File: config.mk
export PLATFORM = sky130hd
export DESIGN_NAME = nibble_core
export DESIGN_NICKNAME = d
export VERILOG_FILES = /design/src/design/nibble_core.v
export VERILOG_INCLUDE_DIRS = /design/src /design/src/pkg
export SDC_FILE = /design/constraint.sdc
export NUM_CORES = 1
export LEC_CHECK = 0
export ABC_AREA = 1
export BUFFER_PORTS_ARGS = -buffer_cell sky130_fd_sc_hd__buf_2
export CORE_MARGIN = 4
export CORE_UTILIZATION = 53
export CTS_CLUSTER_SIZE = 10
export DETAILED_ROUTE_END_ITERATION = 7
export PLACE_DENSITY = 0.77
export SYNTH_ARGS = -nofsm -noshare
export SYNTH_HDL_FRONTEND = slang
export SYNTH_SLANG_ARGS = --single-unit
File: constraint.sdc
create_clock -name clk_in -period 2.35 [get_ports clk_in]
set_input_delay 0.235 -clock clk_in [delete_from_list [all_inputs] [get_ports clk_in]]
set_output_delay 0.235 -clock clk_in [all_outputs]
set_load 0.02 [all_outputs]
File: src/pkg/nibble_core_defines.vh
/*
  constants for the nibble core: instruction encodings, widths, state codes,
  register offsets, reset values and field positions.
  assumes inclusion by bare name from the design files.
*/
`ifndef NIBBLE_CORE_DEFINES_VH
`define NIBBLE_CORE_DEFINES_VH

// widths
`define PC_W          14
`define HALF_W        7
`define DP_W          10
`define IR_W          10
`define STK_DEPTH     8
`define SP_W          3

// exact instruction codes
`define OP_NOP        10'h000
`define OP_POF        10'h002
`define OP_RC         10'h006
`define OP_SC         10'h007
`define OP_AM         10'h00A
`define OP_AND        10'h018
`define OP_SEAM       10'h026
`define OP_TDA        10'h029
`define OP_SZC        10'h02F
`define OP_RT         10'h044
`define OP_RTS        10'h045
`define OP_POWER_OFF_ARM_OP       10'h05B
`define OP_TMA        10'h0AC
`define OP_READ_PORT0_OP       10'h260
`define OP_READ_PORT2_OP       10'h262
`define OP_SEL_CERAMIC_OSC_OP       10'h29A
`define OP_SEL_RC_OSC_OP       10'h29B
`define OP_WATCHDOG_HALT_ARM_OP       10'h29C
`define OP_SEL_CRYSTAL_OSC_OP       10'h29D
`define OP_CONVERTER_START_OP       10'h29F

// instruction groups: prefix value and its width
`define PFX_LA        6'h07
`define PFX_LZ        8'h12
`define PFX_B         3'h3
`define PFX_TABLE_REF_OP      4'h4
`define PFX_LXY       2'h2
`define PFX_BM        4'hC
`define PFX_BL        4'hE
`define PFX_BLA       4'hF

// core states, one-hot
`define ST_IDLE       7'h01
`define ST_FETCH      7'h02
`define ST_EXEC       7'h04
`define ST_WORD2      7'h08
`define ST_TAB        7'h10
`define ST_HOLD       7'h20
`define ST_OFF        7'h40

// oscillator source codes
`define OSC_ONCHIP    2'h0
`define OSC_CERAMIC   2'h1
`define OSC_RC        2'h2
`define OSC_XTAL      2'h3

// register map, byte offsets
`define ADDR_W        8
`define REG_CTRL      8'h00
`define REG_STATUS    8'h04
`define REG_CORE      8'h08
`define REG_CONV      8'h0C

// reset values
`define CTRL_RST      1'b0
`define CONV_RST      4'h0
`define SP_RST        3'h7
`define PC_RST        14'h0000

// field positions
`define CTRL_RUN      0
`define CONV_MODE     3
`define ST_SP_LSB     14
`define ST_DONE       17
`define ST_OFFM       18
`define ST_ARMED      19
`define ST_WDT        20
`define ST_OSC_LSB    21
`define CORE_CY       4
`define CORE_AUX_LSB  5
`define CORE_DP_LSB   8

`endif

File: src/design/nibble_core.v
/*
  nibble core: fetch, decode and execute for a 4-bit microcomputer core,
  with a 32-bit apb register slave for run control and observation.
  assumes a program rom and data ram whose read data are valid in the
  cycle the address outputs stand (asynchronous read), ram written
  on the clock edge while ram_we_out is high, and conv_done_in on clk_in.
*/
`timescale 1ns/1ps
`include "nibble_core_defines.vh"

module nibble_core (
  // clock and reset
  input  wire                clk_in,
  input  wire                nrst_in,
  // apb slave
  input  wire                psel_in,
  input  wire                penable_in,
  input  wire                pwrite_in,
  input  wire [`ADDR_W-1:0]  paddr_in,
  input  wire [31:0]         pwdata_in,
  output reg  [31:0]         prdata_out,
  output reg                 pready_out,
  output reg                 pslverr_out,
  // program memory
  output reg  [`PC_W-1:0]    rom_addr_out,
  input  wire [`IR_W-1:0]    rom_data_in,
  // data memory
  output reg  [`DP_W-1:0]    ram_addr_out,
  input  wire [3:0]          ram_rdata_in,
  output reg  [3:0]          ram_wdata_out,
  output reg                 ram_we_out,
  // pins
  input  wire [3:0]          port0_in,
  input  wire [2:0]          port2_in,
  // converter and system control
  input  wire                conv_done_in,
  output reg                 adc_start_out,
  output reg                 cmp_start_out,
  output reg                 backup_mode_out,
  output reg                 wdt_stop_en_out,
  output reg  [1:0]          osc_sel_out
);

  reg  [6:0]          state_r;
  reg  [`PC_W-1:0]    pc_r;
  reg  [`SP_W-1:0]    stack_index_r;
  reg  [`PC_W-1:0]    return_stack [0:`STK_DEPTH-1];
  reg  [3:0]          acc_r;
  reg                 carry_flag_r;
  reg  [2:0]          aux_index_reg_r;
  reg                 skip_r;
  reg                 suppress_r;
  reg                 is_call_r;
  reg  [5:0]          far_page_r;
  reg                 pof_armed_r;
  reg                 conversion_done_flag_r;
  reg                 run_r;
  reg  [3:0]          converter_ctrl_one_r;
  reg  [3:0]          p0_s1_r;
  reg  [3:0]          p0_s2_r;
  reg  [3:0]          p0_s3_r;
  reg  [3:0]          p0_q_r;
  reg  [2:0]          p2_s1_r;
  reg  [2:0]          p2_s2_r;
  reg  [2:0]          p2_s3_r;
  reg  [2:0]          p2_q_r;

  wire [`IR_W-1:0]    ir = rom_data_in;
  wire [`PC_W-1:0]    pc_inc = pc_r + 14'h0001;
  wire [`HALF_W-1:0]  pc_page_part = pc_r[13:7];
  wire [`SP_W-1:0]    sp_inc = stack_index_r + 3'h1;
  wire [`SP_W-1:0]    sp_dec = stack_index_r - 3'h1;
  wire [6:0]          idx_inpage = {aux_index_reg_r, acc_r};

  wire is_b    = (ir[9:7] == `PFX_B);
  wire is_bl   = (ir[9:6] == `PFX_BL);
  wire is_bm   = (ir[9:6] == `PFX_BM);
  wire is_bla  = (ir[9:6] == `PFX_BLA);
  wire is_table_ref_op = (ir[9:6] == `PFX_TABLE_REF_OP);
  wire is_la   = (ir[9:4] == `PFX_LA);
  wire is_lz   = (ir[9:2] == `PFX_LZ);
  wire is_rt   = (ir == `OP_RT);
  wire is_rts  = (ir == `OP_RTS);
  // exact codes take priority over the load-xy group they overlap
  wire is_exact = (ir == `OP_READ_PORT0_OP) || (ir == `OP_READ_PORT2_OP) || (ir[9:4] == 6'h29);
  wire is_lxy  = (ir[9:8] == `PFX_LXY) && !is_exact;
  wire one_cycle_when_skipped = is_rt | is_rts | is_table_ref_op;

  // pin inputs: three stages, a bit changes once stages two and three agree
  always @(posedge clk_in or negedge nrst_in) begin
    if (!nrst_in) begin
      p0_s1_r <= 4'h0;
      p0_s2_r <= 4'h0;
      p0_s3_r <= 4'h0;
      p0_q_r  <= 4'h0;
      p2_s1_r <= 3'h0;
      p2_s2_r <= 3'h0;
      p2_s3_r <= 3'h0;
      p2_q_r  <= 3'h0;
    end else begin
      p0_s1_r <= port0_in;
      p0_s2_r <= p0_s1_r;
      p0_s3_r <= p0_s2_r;
      p0_q_r  <= (p0_s2_r & ~(p0_s2_r ^ p0_s3_r)) | (p0_q_r & (p0_s2_r ^ p0_s3_r));
      p2_s1_r <= port2_in;
      p2_s2_r <= p2_s1_r;
      p2_s3_r <= p2_s2_r;
      p2_q_r  <= (p2_s2_r & ~(p2_s2_r ^ p2_s3_r)) | (p2_q_r & (p2_s2_r ^ p2_s3_r));
    end
  end

  // return stack storage has no reset; contents are only read after a push
  always @(posedge clk_in) begin
    if (state_r == `ST_WORD2 && !suppress_r && is_call_r) begin
      return_stack[sp_inc] <= pc_r;
    end
  end

  always @(posedge clk_in or negedge nrst_in) begin
    if (!nrst_in) begin
      state_r                <= `ST_IDLE;
      pc_r                   <= `PC_RST;
      stack_index_r          <= `SP_RST;
      acc_r                  <= 4'h0;
      carry_flag_r           <= 1'b0;
      aux_index_reg_r        <= 3'h0;
      skip_r                 <= 1'b0;
      suppress_r             <= 1'b0;
      is_call_r              <= 1'b0;
      far_page_r             <= 6'h00;
      pof_armed_r            <= 1'b0;
      conversion_done_flag_r <= 1'b0;
      rom_addr_out           <= `PC_RST;
      ram_addr_out           <= 10'h000;
      ram_wdata_out          <= 4'h0;
      ram_we_out             <= 1'b0;
      adc_start_out          <= 1'b0;
      cmp_start_out          <= 1'b0;
      backup_mode_out        <= 1'b0;
      wdt_stop_en_out        <= 1'b0;
      osc_sel_out            <= `OSC_ONCHIP;
    end else begin
      ram_we_out    <= 1'b0;
      adc_start_out <= 1'b0;
      cmp_start_out <= 1'b0;
      // done event wins over a clear by the start instruction in the same cycle
      if (conv_done_in) begin
        conversion_done_flag_r <= 1'b1;
      end else if (state_r == `ST_EXEC && !skip_r && ir == `OP_CONVERTER_START_OP) begin
        conversion_done_flag_r <= 1'b0;
      end
      case (state_r)
        `ST_IDLE: begin
          if (run_r) begin
            state_r <= `ST_FETCH;
          end
        end
        `ST_FETCH: begin
          if (!run_r) begin
            state_r <= `ST_IDLE;
          end else begin
            rom_addr_out <= pc_r;
            pc_r         <= pc_inc;
            state_r      <= `ST_EXEC;
          end
        end
        `ST_EXEC: begin
          state_r <= `ST_FETCH;
          if (ir != `OP_POWER_OFF_ARM_OP) begin
            pof_armed_r <= 1'b0;
          end
          if (skip_r) begin
            // suppressed: no effect, counter already advanced by one only
            skip_r <= 1'b0;
            if (is_bl || is_bm) begin
              // second word still fetched so the timing matches
              rom_addr_out <= pc_r;
              pc_r         <= pc_inc;
              suppress_r   <= 1'b1;
              state_r      <= `ST_WORD2;
            end else if (one_cycle_when_skipped) begin
              state_r <= `ST_FETCH;
            end
          end else if (is_b) begin
            pc_r[6:0] <= ir[6:0];
          end else if (is_bl || is_bm) begin
            far_page_r   <= ir[5:0];
            is_call_r    <= is_bm;
            suppress_r   <= 1'b0;
            rom_addr_out <= pc_r;
            pc_r         <= pc_inc;
            state_r      <= `ST_WORD2;
          end else if (is_bla) begin
            pc_r <= {1'b0, ir[5:0], idx_inpage};
          end else if (is_table_ref_op) begin
            rom_addr_out <= {1'b0, ir[5:0], idx_inpage};
            state_r      <= `ST_TAB;
          end else if (is_rt || is_rts) begin
            pc_r          <= return_stack[stack_index_r];
            stack_index_r <= sp_dec;
            skip_r        <= is_rts;
            state_r       <= `ST_HOLD;
          end else if (is_la) begin
            acc_r <= ir[3:0];
          end else if (is_lz) begin
            ram_addr_out[9:8] <= ir[1:0];
          end else if (is_lxy) begin
            ram_addr_out[7:0] <= ir[7:0];
          end else begin
            case (ir)
              `OP_AND:  acc_r <= acc_r & ram_rdata_in;
              `OP_AM:   acc_r <= acc_r + ram_rdata_in;
              `OP_RC:   carry_flag_r <= 1'b0;
              `OP_SC:   carry_flag_r <= 1'b1;
              `OP_SZC:  skip_r <= ~carry_flag_r;
              `OP_SEAM: skip_r <= (acc_r == ram_rdata_in);
              `OP_TDA:  aux_index_reg_r <= acc_r[2:0];
              `OP_TMA: begin
                ram_wdata_out <= acc_r;
                ram_we_out    <= 1'b1;
              end
              `OP_READ_PORT0_OP: acc_r <= p0_q_r;
              `OP_READ_PORT2_OP: acc_r[2:0] <= p2_q_r;
              `OP_CONVERTER_START_OP: begin
                adc_start_out <= ~converter_ctrl_one_r[`CONV_MODE];
                cmp_start_out <= converter_ctrl_one_r[`CONV_MODE];
              end
              `OP_POWER_OFF_ARM_OP: pof_armed_r <= 1'b1;
              `OP_POF: begin
                // unarmed power-off behaves as a no-operation
                if (pof_armed_r) begin
                  backup_mode_out <= 1'b1;
                  state_r         <= `ST_OFF;
                end
              end
              `OP_WATCHDOG_HALT_ARM_OP: wdt_stop_en_out <= 1'b1;
              `OP_SEL_CERAMIC_OSC_OP: osc_sel_out <= `OSC_CERAMIC;
              `OP_SEL_RC_OSC_OP: osc_sel_out <= `OSC_RC;
              `OP_SEL_CRYSTAL_OSC_OP: osc_sel_out <= `OSC_XTAL;
              default: ;
            endcase
          end
        end
        `ST_WORD2: begin
          state_r <= `ST_FETCH;
          if (!suppress_r) begin
            if (is_call_r) begin
              stack_index_r <= sp_inc;
            end
            pc_r <= {1'b0, far_page_r, ir[6:0]};
          end
          suppress_r <= 1'b0;
        end
        `ST_TAB: begin
          acc_r   <= ir[3:0];
          state_r <= `ST_HOLD;
        end
        `ST_HOLD: begin
          state_r <= `ST_FETCH;
        end
        `ST_OFF: begin
          // back-up: core state held until system reset; the done flag and apb registers still update
          state_r <= `ST_OFF;
        end
        default: state_r <= `ST_IDLE;
      endcase
    end
  end

  // apb slave: zero wait states, read data captured in the setup cycle
  wire        setup  = psel_in && !penable_in;
  wire        access = psel_in && penable_in && pready_out;
  wire        mapped = (paddr_in == `REG_CTRL) || (paddr_in == `REG_STATUS) ||
                       (paddr_in == `REG_CORE) || (paddr_in == `REG_CONV);
  reg  [31:0] rd_mux;

  always @* begin
    rd_mux = 32'h0000_0000;
    case (paddr_in)
      `REG_CTRL: rd_mux[`CTRL_RUN] = run_r;
      `REG_STATUS: begin
        rd_mux[13:0]                    = pc_r;
        rd_mux[16:14]                   = stack_index_r;
        rd_mux[`ST_DONE]                = conversion_done_flag_r;
        rd_mux[`ST_OFFM]                = backup_mode_out;
        rd_mux[`ST_ARMED]               = pof_armed_r;
        rd_mux[`ST_WDT]                 = wdt_stop_en_out;
        rd_mux[`ST_OSC_LSB+1:`ST_OSC_LSB] = osc_sel_out;
      end
      `REG_CORE: begin
        rd_mux[3:0]                         = acc_r;
        rd_mux[`CORE_CY]                    = carry_flag_r;
        rd_mux[`CORE_AUX_LSB+2:`CORE_AUX_LSB] = aux_index_reg_r;
        rd_mux[`CORE_DP_LSB+9:`CORE_DP_LSB]   = ram_addr_out;
      end
      `REG_CONV: rd_mux[3:0] = converter_ctrl_one_r;
      default: rd_mux = 32'h0000_0000;
    endcase
  end

  always @(posedge clk_in or negedge nrst_in) begin
    if (!nrst_in) begin
      prdata_out           <= 32'h0000_0000;
      pready_out           <= 1'b0;
      pslverr_out          <= 1'b0;
      run_r                <= `CTRL_RST;
      converter_ctrl_one_r <= `CONV_RST;
    end else begin
      pready_out  <= setup;
      pslverr_out <= setup && !mapped;
      if (setup) begin
        prdata_out <= pwrite_in ? 32'h0000_0000 : rd_mux;
      end
      if (access && pwrite_in) begin
        if (paddr_in == `REG_CTRL) begin
          run_r <= pwdata_in[`CTRL_RUN];
        end
        if (paddr_in == `REG_CONV) begin
          converter_ctrl_one_r <= pwdata_in[3:0];
        end
      end
    end
  end

endmodule // nibble_core

; ---- Word level (Yosys, flattened, before mapping)
; Memories as Yosys holds them, arrays and structs flattened.
; Cells that the tools add are included.
[totals]
register_bits = 145
ram_bits = 112
input_bits = 67
output_inout_bits = 69
elab_cells = 302
mem_count = 1
[classes]
add_sub_neg = 4
n_eq_ne = 64
n_mux = 125
bitwise_logic = 22
reduce_logical = 49
[mem_list]
columns = name, words, width, read_ports, rd_ports_with_merged_regs, wr, line_no
row1 = return_stack, 8, 14, 1, 0, 1, nibble_core.v:47  ; reg [`PC_W-1:0] return_stack [0:`STK_DEPTH-1];
[op_table]
columns = operator, n
row1 = two-way mux 14 bit, 15
row2 = two-way mux 7 bit, 14
row3 = == test 10 bit (second input constant), 7
row4 = two-way mux 1 bit, 61
row5 = case mux 14 bit (2 select lines), 2
row6 = AND reduction 11 bit, 5
row7 = case mux 14 bit (3 select lines), 1
row8 = case mux 7 bit (6 select lines), 1
row9 = two-way mux 4 bit, 10
row10 = == test 10 x 6 -> 1 bit (second input constant), 3
row11 = == test 10 x 7 -> 1 bit (second input constant), 3
row12 = AND reduction 10 bit, 3
row13 = two-way mux 3 bit, 9
row14 = two-way mux 23 bit, 1
row15 = == test 10 x 3 -> 1 bit (second input constant), 2
row16 = != test 2 bit (second input constant), 10
row17 = AND reduction 9 bit, 2
row18 = == test 8 x 4 -> 1 bit (second input constant), 2
row19 = adder 14 x 1 -> 14 bit (second input constant), 1
row20 = AND 4 bit, 3
row21 = == test 4 bit (second input constant), 3
row22 = case mux 3 bit (4 select lines), 1
row23 = AND reduction 12 bit, 1
row24 = AND reduction 6 bit, 2
row25 = 58 further kinds, 102

; ---- Longest topological paths before layout
; Gate-level depths: netlist (run 1).
[logic_depth]
word_depth = 15
mapped_depth = 15

; ---- Worst setup path after synthesis (run 1)
; OpenSTA, ideal clock, no wires.
[synth_path]
kind = reg-to-reg
startpoint = reg stack_index_r[0]
endpoint = mem return_stack[1][0] in the netlist's numbering, enable pin
setup_ns = 0.384
arrival_time_ns = 2.207
t_required_ns = 1.966
slack_ns = -0.242
stages_incl_launch_ff = 9
path_cell_list = dfstp_2 -> clkbuf_1 -> inv_1 -> buf_2 -> buf_2 -> ha_1 -> inv_1 -> nand2_1 -> nor2_1
[synth_via]
elab_chain_cells = 1
[synth_rtl]
columns = item, line_no
row1 = start: declaration, nibble_core.v:46  ; reg [`SP_W-1:0] stack_index_r;
row2 = start signal: assignment, nibble_core.v:123  ; stack_index_r <= `SP_RST;
row3 = start signal: assignment, nibble_core.v:200  ; stack_index_r <= sp_dec;
row4 = start signal: assignment, nibble_core.v:248  ; stack_index_r <= sp_inc;
row5 = adder 3 x 1 -> 3 bit, nibble_core.v:71  ; wire [`SP_W-1:0] sp_inc = stack_index_r + 3'h1;
row6 = end: declaration, nibble_core.v:47
; No other way between the ends.

; ---- Worst setup path in the final report (run 1)
[layout_path]
startpoint = reg state_r[6]
endpoint = mem return_stack[6][4] in the netlist's numbering, enable pin
[layout_via]
elab_chain_cells = 5
[layout_rtl]
columns = item, line_no
row1 = start: declaration, nibble_core.v:44  ; reg [6:0] state_r;
row2 = start signal: assignment, nibble_core.v:121  ; state_r <= `ST_IDLE;
row3 = start signal: assignment, nibble_core.v:155  ; state_r <= `ST_FETCH;
row4 = start signal: assignment, nibble_core.v:160  ; state_r <= `ST_IDLE;
row5 = == test 7 x 4 -> 1 bit, -
row6 = logical AND 1 bit (2 in a row), nibble_core.v:114  ; if (state_r == `ST_WORD2 && !suppress_r && is_call_r) begin
row7 = two-way mux 1 bit, nibble_core.v:114
row8 = two-way mux 1 bit (implied by the code), nibble_core.v:115  ; return_stack[sp_inc] <= pc_r;
; No other way between the ends.

==> metrics.md, run 1 <==
| Metric | Value |
|---|---|
| Status | complete, no violations |
| CP Data Arrival Time | 2320 ps |
| Critical path cell sequence | nor2_1 -> nand2_2 -> inv_1 -> nand2_1 -> inv_2 -> nand4_1 -> nor2_1 -> buf_12 |
| Post-synthesis cell area | 11,920 sq um |
| Setup violators final | 0 |
| Clock sinks | 248 |
| Max-slew violations | 0 |
| GR Util All Layers | 0.2574 |
| Mapped Cells | 1,272 |
| Port bufs | 98 |
| Clk_lat worst skew | 550 ps |
| RR Startpoint | state_r[6] |
| Max cap viols | 0 |
| RR Endpoint | return_stack[6][4] |
| Total Power | 9.071 mW |
| Detailed-route wire length | 32,090 microns |
| Cell count of the worst reg-to-reg path | 8 |
| Largest stage delay on the critical path | 380 ps |
| Final hold violations | 0 |
| Placement Cell Area | 12,880 sq um |
| Total power per unit cell area | 655.1 nW/um^2 |
| CP endpoint kind | register |
| Post-CTS resize count | 0 |
| DP HPWL | 22,090 microns |
| CP max FO | 14 |
| Layout Skew | 12.86 ps |
| Worst hold slack | 42.08 ps |
| Die Y | 158.0 microns |
| Internal reg-to-reg setup slack | 270 ps |
| Post-Synth Simple-Gate Area | 0.2429 |
| Largest family of logic cells by synthesized area | simple AND/OR/NAND/NOR gates |
| Synth Area in Compound Gates | 0.1057 |
| Proportion of synthesized area in mux cells | 0.001889 |
| CTS buffer count | 29 |
| Root buf cell | clkbuf_16 |
| Aggregate global routing overflow | 0 |
| Peak VDD IR | 618.2 uV |
| First-pass GRT wire length | 50,560 microns |
| Synthesized area per cell | 9.371 sq um |
| # DRC | 0 |
| Slew headroom | 0.5300 |
| Total Die Area | 24,950 sq um |
| Hold EP | is_call_r |
| Largest net degree at the start of global routing | 70 |
| Worst slew pin tran | 698.6 ps |
| Setup CP Type | reg -> reg |
| Layout Nets | 1,482 |
| Starting Density | 0.5428 |
| CP Launch Type | register |
| Synthesis Warnings | 0 |
| CP max-delay cell | dfrtp_1 |
| Yosys top cell area share | 0.2821 |
| Drt pass-1 iters | 5 |
| Floorplan row count | 54 |
| Sequential-to-total area share from yosys stat | 0.5681 |
| Synth top area cells | edfxtp_1 (28%), dfrtp_1 (28%), nand2_1 (10%), nor2_1 (4.2%), o21ai_0 (3.8%) |
| Hold Crit Depth | 2 |
| Yosys cell types | 58 |
| Antenna diodes | 0 |
| Post-layout min period | 2078 ps |
| Routability cong. | 0.9632 |
| # IOs | 136 |
| Post-CTS Setup Bufs | 0 |
| Setup TNS after final layout | 0 ps |
| Final period util | 0.8841 |
| H-tree level count | 1 |
| Area grow syn2layout | 16.18% |
| Hold Startpoint | rom_data_in[7] |
| Max Root-Sink Buffers | 3 |
| Unrepaired setup endpoints after global routing | false |
| WL per Instance | 18.81 microns |
| Worst Hold Class | in -> reg |
| Routed Antenna Nets | 0 |
| Initial antenna violation count | 1 |
| Share of cells above drive strength 1 | 0.1928 |
| Final instance area | 13,850 sq um |
| Xor/xnor cell area share of the yosys netlist | 0.008817 |
| Vias per inst | 5.692 |
| Adder-cell area share of the yosys netlist | 0.01491 |
| Seq cells post-synth | 248 |
| TritonCTS clock tree | yes |
| Most used cell, CP | nor2_1 |
| DR vias | 9,711 |
| Violation count after the first detailed-routing iteration | 801 |
| Yosys top cell by area | edfxtp_1 |
| Vias in the first global route | 9,490 |
| Area of the core | 21,960 sq um |
| FMAX | 481.3 MHz |
| Required time worst endpoint | 2590 ps |
| Die X-Extent | 158.0 microns |
| Static Leak | 6.071 nW |
| CTS clk-pin slew, worst paths | 60 ps |
cells by family after synthesis:
logic type | after synthesis
AOI/OAI and AO/OA | 200
DFF | 248
xor gates and xnor gates | 12
and+or+nand+nor | 640
buffers and inverters | 154
muxes | 2
other | 1
adders and majority gates | 15
synthesized netlist by cell type (all sizes together):
library cell / instances
and3: 1
maj3: 7
or2: 2
o31ai: 2
nor2: 158
o211a: 1
a21oi: 43
nand3b: 2
mux2: 2
xor2: 10
a32o: 5
o211ai: 12
nand3: 97
a21o: 1
nand2b: 1
clkinv: 2
nand4: 25
clkbuf: 18
nor3: 16
o221ai: 1
o21bai: 1
o21ai: 103
nand2: 334
conb: 1
buf: 37
inv: 97
fa: 1
nor4: 4
o22ai: 8
a22oi: 1
dfstp: 4
a22o: 14
a31oi: 3
xnor2: 2
ha: 7
edfxtp: 112
a211oi: 4
a21boi: 1
dfrtp: 132
sequential cells by signal, summed over array words and instances (netlist names), 2 cells and up, named ones only:
name / count
aux_index_reg_r: 3
stack_index_r: 3
return_stack: 112
prdata_out: 23
pc_r: 14
p0_s2_r: 4
ram_wdata_out: 4
ram_addr_out: 10
p2_s1_r: 3
rom_addr_out: 14
acc_r: 4
p2_s2_r: 3
p0_s3_r: 4
converter_ctrl_one_r: 4
state_r: 7
osc_sel_out: 2
p2_s3_r: 3
far_page_r: 6
p0_s1_r: 4
what timing repair did:
item	4_1_cts	5_1_grt
hold buffers	15	0
endpoints found under the setup margin	0	0
endpoints found under the hold margin	76	0
power by group:
part	internal, mW	switching, mW
Clock	2.28	1.68
Combinational	0.152	0.314
Sequential	4.59	0.0553
metrics by stage:
step	std cells	worst slack (ps)	util
global placement	1641	344.9	0.5867
global route	1706	77.05	0.6307
floorplan	1280	-173.0	-
detailed placement	1641	287.3	0.5867
finish	1706	272.3	0.6307
CTS	1706	268.9	0.6307
how the worst max path moves through the flow:
stage                     depth (start not counted)                   to  slack (ps)              from
final                                             8   return_stack[6][4]         270        state_r[6]
after global placement                            8   return_stack[7][7]         340        state_r[4]
after global routing                              8  return_stack[5][12]          80        state_r[4]
after detailed placement                          8   return_stack[7][7]         290        state_r[6]
after floorplan                                   7   return_stack[3][0]        -170  stack_index_r[0]
after CTS                                         8  return_stack[7][12]         270        state_r[6]
area by class of cell:
| cell class | count | area [sq um] |
|---|---|---|
| Clock inverter | 3 | 22.52 |
| Fill cell | 1778 | 8110 |
| Sequential cell | 248 | 6771 |
| Multi-Input combinational cell | 878 | 4504 |
| Tap cell | 280 | 350.3 |
| Clock buffer | 47 | 793.3 |
| Inverter | 99 | 374.1 |
| Timing Repair Buffer | 151 | 1032 |
critical path, delay by kind of cell, from the launching register on:
| kind | cells | cell delay [ps] |
|---|---|---|
| DFF | 1 | 380 |
| buffers and inverters | 3 | 510 |
| and+or+nand+nor | 5 | 870 |
layer usage:
metal / vias to the layer above / part of all wire / track usage
met5: - / 0.00034 / 0
met4: 2 / 0.036 / 0.09261
met3: 107 / 0.076 / 0.04565
met2: 414 / 0.47 / 0.4208
met1: 4636 / 0.42 / 0.3488
li1: 4552 / - / -
cells in the final DEF (no fill, tap or decap), types with 15 or more instances in the layout:
cell type / netlist / routed
edfxtp_1: 112 / 112
clkbuf_16: 0 / 29
o21ai_0: 91 / 91
buf_4: 11 / 30
a21oi_1: 29 / 29
nor2_2: 14 / 18
dfrtp_1: 132 / 132
nand3_1: 89 / 89
inv_1: 79 / 79
buf_2: 20 / 97
dlygate4sd3_1: 0 / 15
nand2_1: 320 / 320
nand4_1: 22 / 22
nor3_1: 15 / 15
clkbuf_1: 18 / 18
nor2_1: 133 / 129
inv_2: 17 / 17
Note: power is estimated with default switching activity, not from simulation.
==> run 2: changes to the inputs <==
- CORE_MARGIN: 4 -> 3
- PLACE_DENSITY: 0.77 -> 0.88
==> run 2 against run 1 <==
- final area is 0.85% higher
- sequential cell count stayed put
- worst setup slack worse by 51 ps
- critical path depth is 3 higher
- clock skew is 1.7 ps lower
==> metrics.md, run 2 (synthesis results as in run 1) <==
| Metric | Value |
|---|---|
| Vias in the first global route | 9,849 (+3.8%) |
| TritonCTS clock tree | yes |
| FMAX | 469.7 MHz (-2.4%) |
| Max Root-Sink Buffers | 3 (unchanged) |
| Area grow syn2layout | 17.16% |
| Antenna diodes | 0 (unchanged) |
| Initial antenna violation count | 0 (-1) |
| CP max FO | 12 (-2) |
| CTS clk-pin slew, worst paths | 60 ps (about the same) |
| Layout Skew | 11.15 ps (-1.703 ps) |
| Commonest non-fill, non-tap cell in the layout | nand2_1 |
| Die X-Extent | 156.0 microns (-1.3%) |
| Total power per unit cell area | 657.5 nW/um^2 (+0.37%) |
| CTS buffer count | 29 (unchanged) |
| # fillers | 1,707 (-4.0%) |
| Unrepaired setup endpoints after global routing | false |
| # IOs | 136 (unchanged) |
| First-pass GRT wire length | 51,520 microns (+1.9%) |
| CP endpoint kind | register |
| Layout Nets | 1,489 (+0.47%) |
| CP Launch Type | register |
| Starting Density | 0.5428 (unchanged) |
| Routability cong. | 0.9951 (+3.3%) |
| Vias per inst | 5.797 (+1.8%) |
| Final hold violations | 0 (unchanged) |
| Routed Antenna Nets | 0 (unchanged) |
| Commonest cells after routing, fill and taps aside | nand2_1 (320), dfrtp_1 (132), nor2_1 (129) |
| Combinational power share | 0.052 (about the same) |
| Largest net degree at the start of global routing | 61 (-13%) |
| H-tree level count | 1 (unchanged) |
| Static Leak | 6.132 nW (+0.99%) |
| Final period util | 0.9059 (+0.02176) |
| Area of the core | 21,960 sq um (unchanged) |
| Total Die Area | 24,330 sq um (-2.5%) |
| Clock power frac | 0.442 (+0.005) |
| Max reg flops | 112 (unchanged) |
| DR vias | 9,953 (+2.5%) |
| Required time worst endpoint | 2770 ps (+180 ps) |
| Port bufs | 98 (unchanged) |
| Switching Fraction | 0.2229 (-0.002742) |
| Sequential Power Share | 0.506 (-0.006) |
| Drt pass-1 iters | 5 (unchanged) |
| Pint | 7.136 mW (+1.6%) |
| Setup violators final | 0 (unchanged) |
| Aggregate global routing overflow | 0 (unchanged) |
| Top reg by flops | return_stack |
| DP Worst Slack | 237.4 ps (-49.91 ps) |
| GR Util All Layers | 0.2675 (+0.01017) |
| Switching pwr | 2.047 mW (about the same) |
| # DRC | 0 (unchanged) |
| Detailed-route wire length | 32,930 microns (+2.6%) |
| Peak VDD IR | 711.2 uV (+15%) |
| Status | complete, no violations |
| Fin worst setup slack | 221.2 ps (-51.13 ps) |
| Final instance area | 13,970 sq um (+0.85%) |
| Setup CP Type | reg -> reg |
| Violation count after the first detailed-routing iteration | 880 (+9.9%) |
| Placement Cell Area | 12,960 sq um (+0.60%) |
| Clk_lat worst skew | 540 ps (about the same) |
| Floorplan row count | 54 (unchanged) |
| Worst Hold Class | in -> reg |
| DP HPWL | 22,750 microns (+3.0%) |
| Largest registers | return_stack (112), prdata_out (23) |
| Post-layout min period | 2129 ps (+51.13 ps) |
| Max cap viols | 0 (unchanged) |
| Worst slew pin tran | 704.1 ps (+5.519 ps) |
| Clock sinks | 248 (unchanged) |
| WL per Instance | 19.18 microns (+1.9%) |
| Root buf cell | clkbuf_16 |
| Slew headroom | 0.5263 (-0.003714) |
| Share of cells above drive strength 1 | 0.1976 (+0.004787) |
| Setup TNS after final layout | 0 ps (unchanged) |
| Die Y | 156.0 microns (-1.3%) |
| Max-slew violations | 0 (unchanged) |
| CP Data Arrival Time | 2550 ps (+230 ps) |
==> run 2: changes by cell type in the layout (fill, tap and decap cells not counted), sizes merged <==
cell / previous run / this run
inv: 99 / 98
buf: 136 / 143
clkbuf: 47 / 52
==> run 2: layout make-up <==
cell class | count | area [sq um] | share of cell area
well taps | 280 | 350.3 | 0.02509
flip-flops and latches | 248 | 6771 | 0.4849
clock buffers | 52 | 842.1 | 0.06029
inverters | 99 | 374.1 | 0.02679
multi-input cells | 878 | 4504 | 0.3225
repair buffers | 158 | 1110 | 0.07947
clock inverters | 2 | 13.76 | 0.0009855
==> run 2: timing repair <==
item,4_1_cts,5_1_grt
endpoints found under the setup margin,0,0
hold buffers,15,0
hold endpoints to repair,69,0
resized for setup,0,0
setup buffers,0,0
==> run 2: final timing paths <==
| path | from | slack [ps] | cells after the start | end |
|---|---|---|---|---|
| setup / recovery | state_r[4] | 220 | 11 | pc_r[9] |
| hold / removal | rom_data_in[7] | 40 | 2 | is_call_r |
| setup reg to reg | state_r[4] | 220 | 11 | pc_r[9] |
| hold reg to reg | p0_s1_r[2] | 340 | 0 | p0_s2_r[2] |
| max in group asynchronous | nrst_in | 1300 | 3 | converter_ctrl_one_r[0] |
| min in group asynchronous | nrst_in | 240 | 2 | wdt_stop_en_out |
==> run 2: per-layer routing <==
metal | vias to the layer above | routed length (microns) | track usage
li1 | 4554 | - | -
met1 | 4755 | 12820 | 0.3500
met2 | 537 | 15410 | 0.4313
met3 | 107 | 3124 | 0.05687
met4 | 0 | 1567 | 0.1220
met5 | - | 0 | 0
==> run 2: worst max-delay path: stages (launching register included) <==
cell and delay, ps:
dfrtp_1 390, nor2_1 170, nand2_2 120, nor2_8 250, buf_4 250, nand3_2 150
o21ai_2 130, nor2_4 80, nand2_2 160, inv_2 110, nor2_1 120, a21oi_1 60
==> run 2: power groups by stage <==
stage	combinational, mW	sequential (mW)	clock (mW)
floorplan	0.249	4.72	0
global placement	0.438	4.72	0
detailed placement	0.449	4.73	0
CTS	0.471	4.64	4.11
global route	0.530	4.65	4.28
finish	0.477	4.64	4.06
==> run 2: through the flow <==
stage                 util  instances  power, mW  hold slack [ps]
floorplan                -       1280      4.973           -60.59
global placement    0.5902       1648      5.157            243.7
detailed placement  0.5902       1648      5.175            248.9
CTS                 0.6360       1717      9.221            13.06
global route        0.6360       1717      9.463            58.60
finish              0.6360       1717      9.182            42.63
==> run 3: changes to the inputs <==
- CORE_UTILIZATION: 53 -> 45
- PLACE_DENSITY: 0.88 -> 0.67
==> run 3 against run 2 <==
- register-to-register slack is essentially flat
- via count shrank 3.4%
- final cell count increased by 2.8%
- sequential cell count did not move
- hold slack improved by 24 ps
- sequential power hardly changed
- global-route usage is 3.5 points lower
- die area up 17%
- fmax fell by 0.29%
- non-clock buffer count grew 1
- largest power group unchanged
==> metrics.md, run 3 (synthesis results as in run 1) <==
| Metric | Value |
|---|---|
| DP Worst Slack | 230.5 ps (-6.927 ps) |
| WL per Instance | 18.69 microns (-2.5%) |
| Routed Antenna Nets | 0 (unchanged) |
| First-pass GRT wire length | 52,350 microns (+1.6%) |
| Largest net degree at the start of global routing | 60 (-1.6%) |
| TritonCTS clock tree | yes |
| Floorplan row count | 58 (+7.4%) |
| Drt pass-1 iters | 5 (unchanged) |
| Required time worst endpoint | 2570 ps (-200 ps) |
| Largest registers | return_stack (112), prdata_out (23) |
| Final hold violations | 0 (unchanged) |
| DR vias | 9,617 (-3.4%) |
| Aggregate global routing overflow | 0 (unchanged) |
| Max reg flops | 112 (unchanged) |
| Routability cong. | 0.9482 (-4.7%) |
| Slew headroom | 0.4663 (-0.05994) |
| Total Power | 9.293 mW (+1.2%) |
| Fin worst setup slack | 215.0 ps (-6.194 ps) |
| DP HPWL | 22,820 microns (+0.31%) |
| Share of cells above drive strength 1 | 0.1972 (-0.0004214) |
| CTS buffer count | 29 (unchanged) |
| CP Launch Type | register |
| Antenna diodes | 0 (unchanged) |
| Commonest non-fill, non-tap cell in the layout | nand2_1 |
| Clock sinks | 248 (unchanged) |
| CP max FO | 14 (+2) |
| Port bufs | 98 (unchanged) |
| GR Util All Layers | 0.2327 (-0.03482) |
| Unrepaired setup endpoints after global routing | false |
| Total Die Area | 28,480 sq um (+17%) |
| CTS clk-pin slew, worst paths | 60 ps (about the same) |
| Peak VDD IR | 651.6 uV (-8.4%) |
| Detailed-route wire length | 33,000 microns (+0.21%) |
| # DRC | 0 (unchanged) |
| Die Y | 168.8 microns (+8.2%) |
| Area of the core | 25,620 sq um (+17%) |
| Top reg by flops | return_stack |
| CP Data Arrival Time | 2360 ps (-190 ps) |
| Worst hold slack | 66.78 ps (+24.15 ps) |
| Commonest cells after routing, fill and taps aside | nand2_1 (320), dfrtp_1 (132), nor2_1 (129) |
| FMAX | 468.4 MHz (-0.29%) |
| Post-layout min period | 2135 ps (+6.194 ps) |
| CP endpoint kind | register |
| Layout Skew | 12.60 ps (+1.448 ps) |
| Non-filler cells, final | 1,765 (+2.8%) |
| H-tree level count | 1 (unchanged) |
| Status | complete, no violations |
| Die X-Extent | 168.8 microns (+8.2%) |
| Starting Density | 0.4653 (-0.07753) |
| Vias in the first global route | 9,322 (-5.4%) |
| Worst slew pin tran | 793.2 ps (+89.09 ps) |
| Max cap viols | 0 (unchanged) |
| Setup CP Type | reg -> reg |
| # IOs | 136 (unchanged) |
| Clk_lat worst skew | 550 ps (about the same) |
| Layout Nets | 1,490 (+0.067%) |
| Max Root-Sink Buffers | 3 (unchanged) |
| Final period util | 0.9085 (+0.002636) |
| Static Leak | 6.126 nW (about the same) |
| Setup violators final | 0 (unchanged) |
| Worst Hold Class | in -> reg |
| Dpl cells | 1,698 (+3.0%) |
| Vias per inst | 5.449 (-6.0%) |
| Setup TNS after final layout | 0 ps (unchanged) |
| Violation count after the first detailed-routing iteration | 818 (-7.0%) |
| Area grow syn2layout | 17.27% (about the same) |
| Root buf cell | clkbuf_16 |
| Max-slew violations | 0 (unchanged) |
| Total power per unit cell area | 664.8 nW/um^2 (+1.1%) |
| Initial antenna violation count | 0 (unchanged) |
-- run 3: power breakdown --
group          internal (mW)  leakage [nW]  switching, mW
Sequential              4.59          2.64         0.0559
Combinational          0.154          3.07          0.316
Clock                   2.47         0.417           1.71
Total                   7.21          6.13           2.08
-- run 3: final timing paths --
check | from | endpoint | slack, ps | cells past startpoint
setup / recovery | state_r[4] | return_stack[7][3] | 210 | 8
hold / removal | paddr_in[2] | pslverr_out | 70 | 3
setup reg to reg | state_r[4] | return_stack[7][3] | 210 | 8
hold reg to reg | p0_s1_r[3] | p0_s2_r[3] | 350 | 0
max in group asynchronous | nrst_in | pc_r[8] | 1360 | 3
min in group asynchronous | nrst_in | prdata_out[4] | 190 | 2
-- run 3: area by class of cell --
| type | instances | area, sq um |
|---|---|---|
| clock buffer | 49 | 820.8 |
| multi-input combinational | 878 | 4504 |
| fill | 2357 | 11640 |
| timing repair buffer | 159 | 1045 |
| sequential | 248 | 6771 |
| clock inverter | 2 | 50.05 |
| tap | 330 | 412.9 |
| inverter | 99 | 374.1 |
-- run 3: stage by stage --
step | cell area, sq um | utilization
2_1_floorplan | 11960 | -
3_5_place_dp | 12950 | 0.5054
3_3_place_gp | 12950 | 0.5054
6_report | 13980 | 0.5457
5_1_grt | 13980 | 0.5457
4_1_cts | 13980 | 0.5457
-- run 3: critical path: stages (launching register included) --
cell and delay [ps]:
dfrtp_1 400, nor2_1 150, nand2_2 120, inv_1 120, nand2_1 140, inv_2 200, nand4_1 230, nor2_1 150
buf_4 280
-- run 3: per-layer routing --
| layer | wire, microns | track usage | part of all wire | vias to the layer above |
|---|---|---|---|---|
| li1 | - | - | - | 4559 |
| met2 | 15440 | 0.3774 | 0.47 | 389 |
| met3 | 2407 | 0.03503 | 0.073 | 80 |
| met5 | 0 | 0 | 0 | - |
| met4 | 1091 | 0.07293 | 0.033 | 0 |
| met1 | 14050 | 0.3254 | 0.43 | 4589 |
-- run 3: what timing repair did --
| item | in CTS | in global routing |
|---|---|---|
| setup buffers | 0 | 0 |
| hold buffers | 16 | 0 |
| resized for setup | 0 | 0 |
| endpoints found under the hold margin | 64 | 0 |
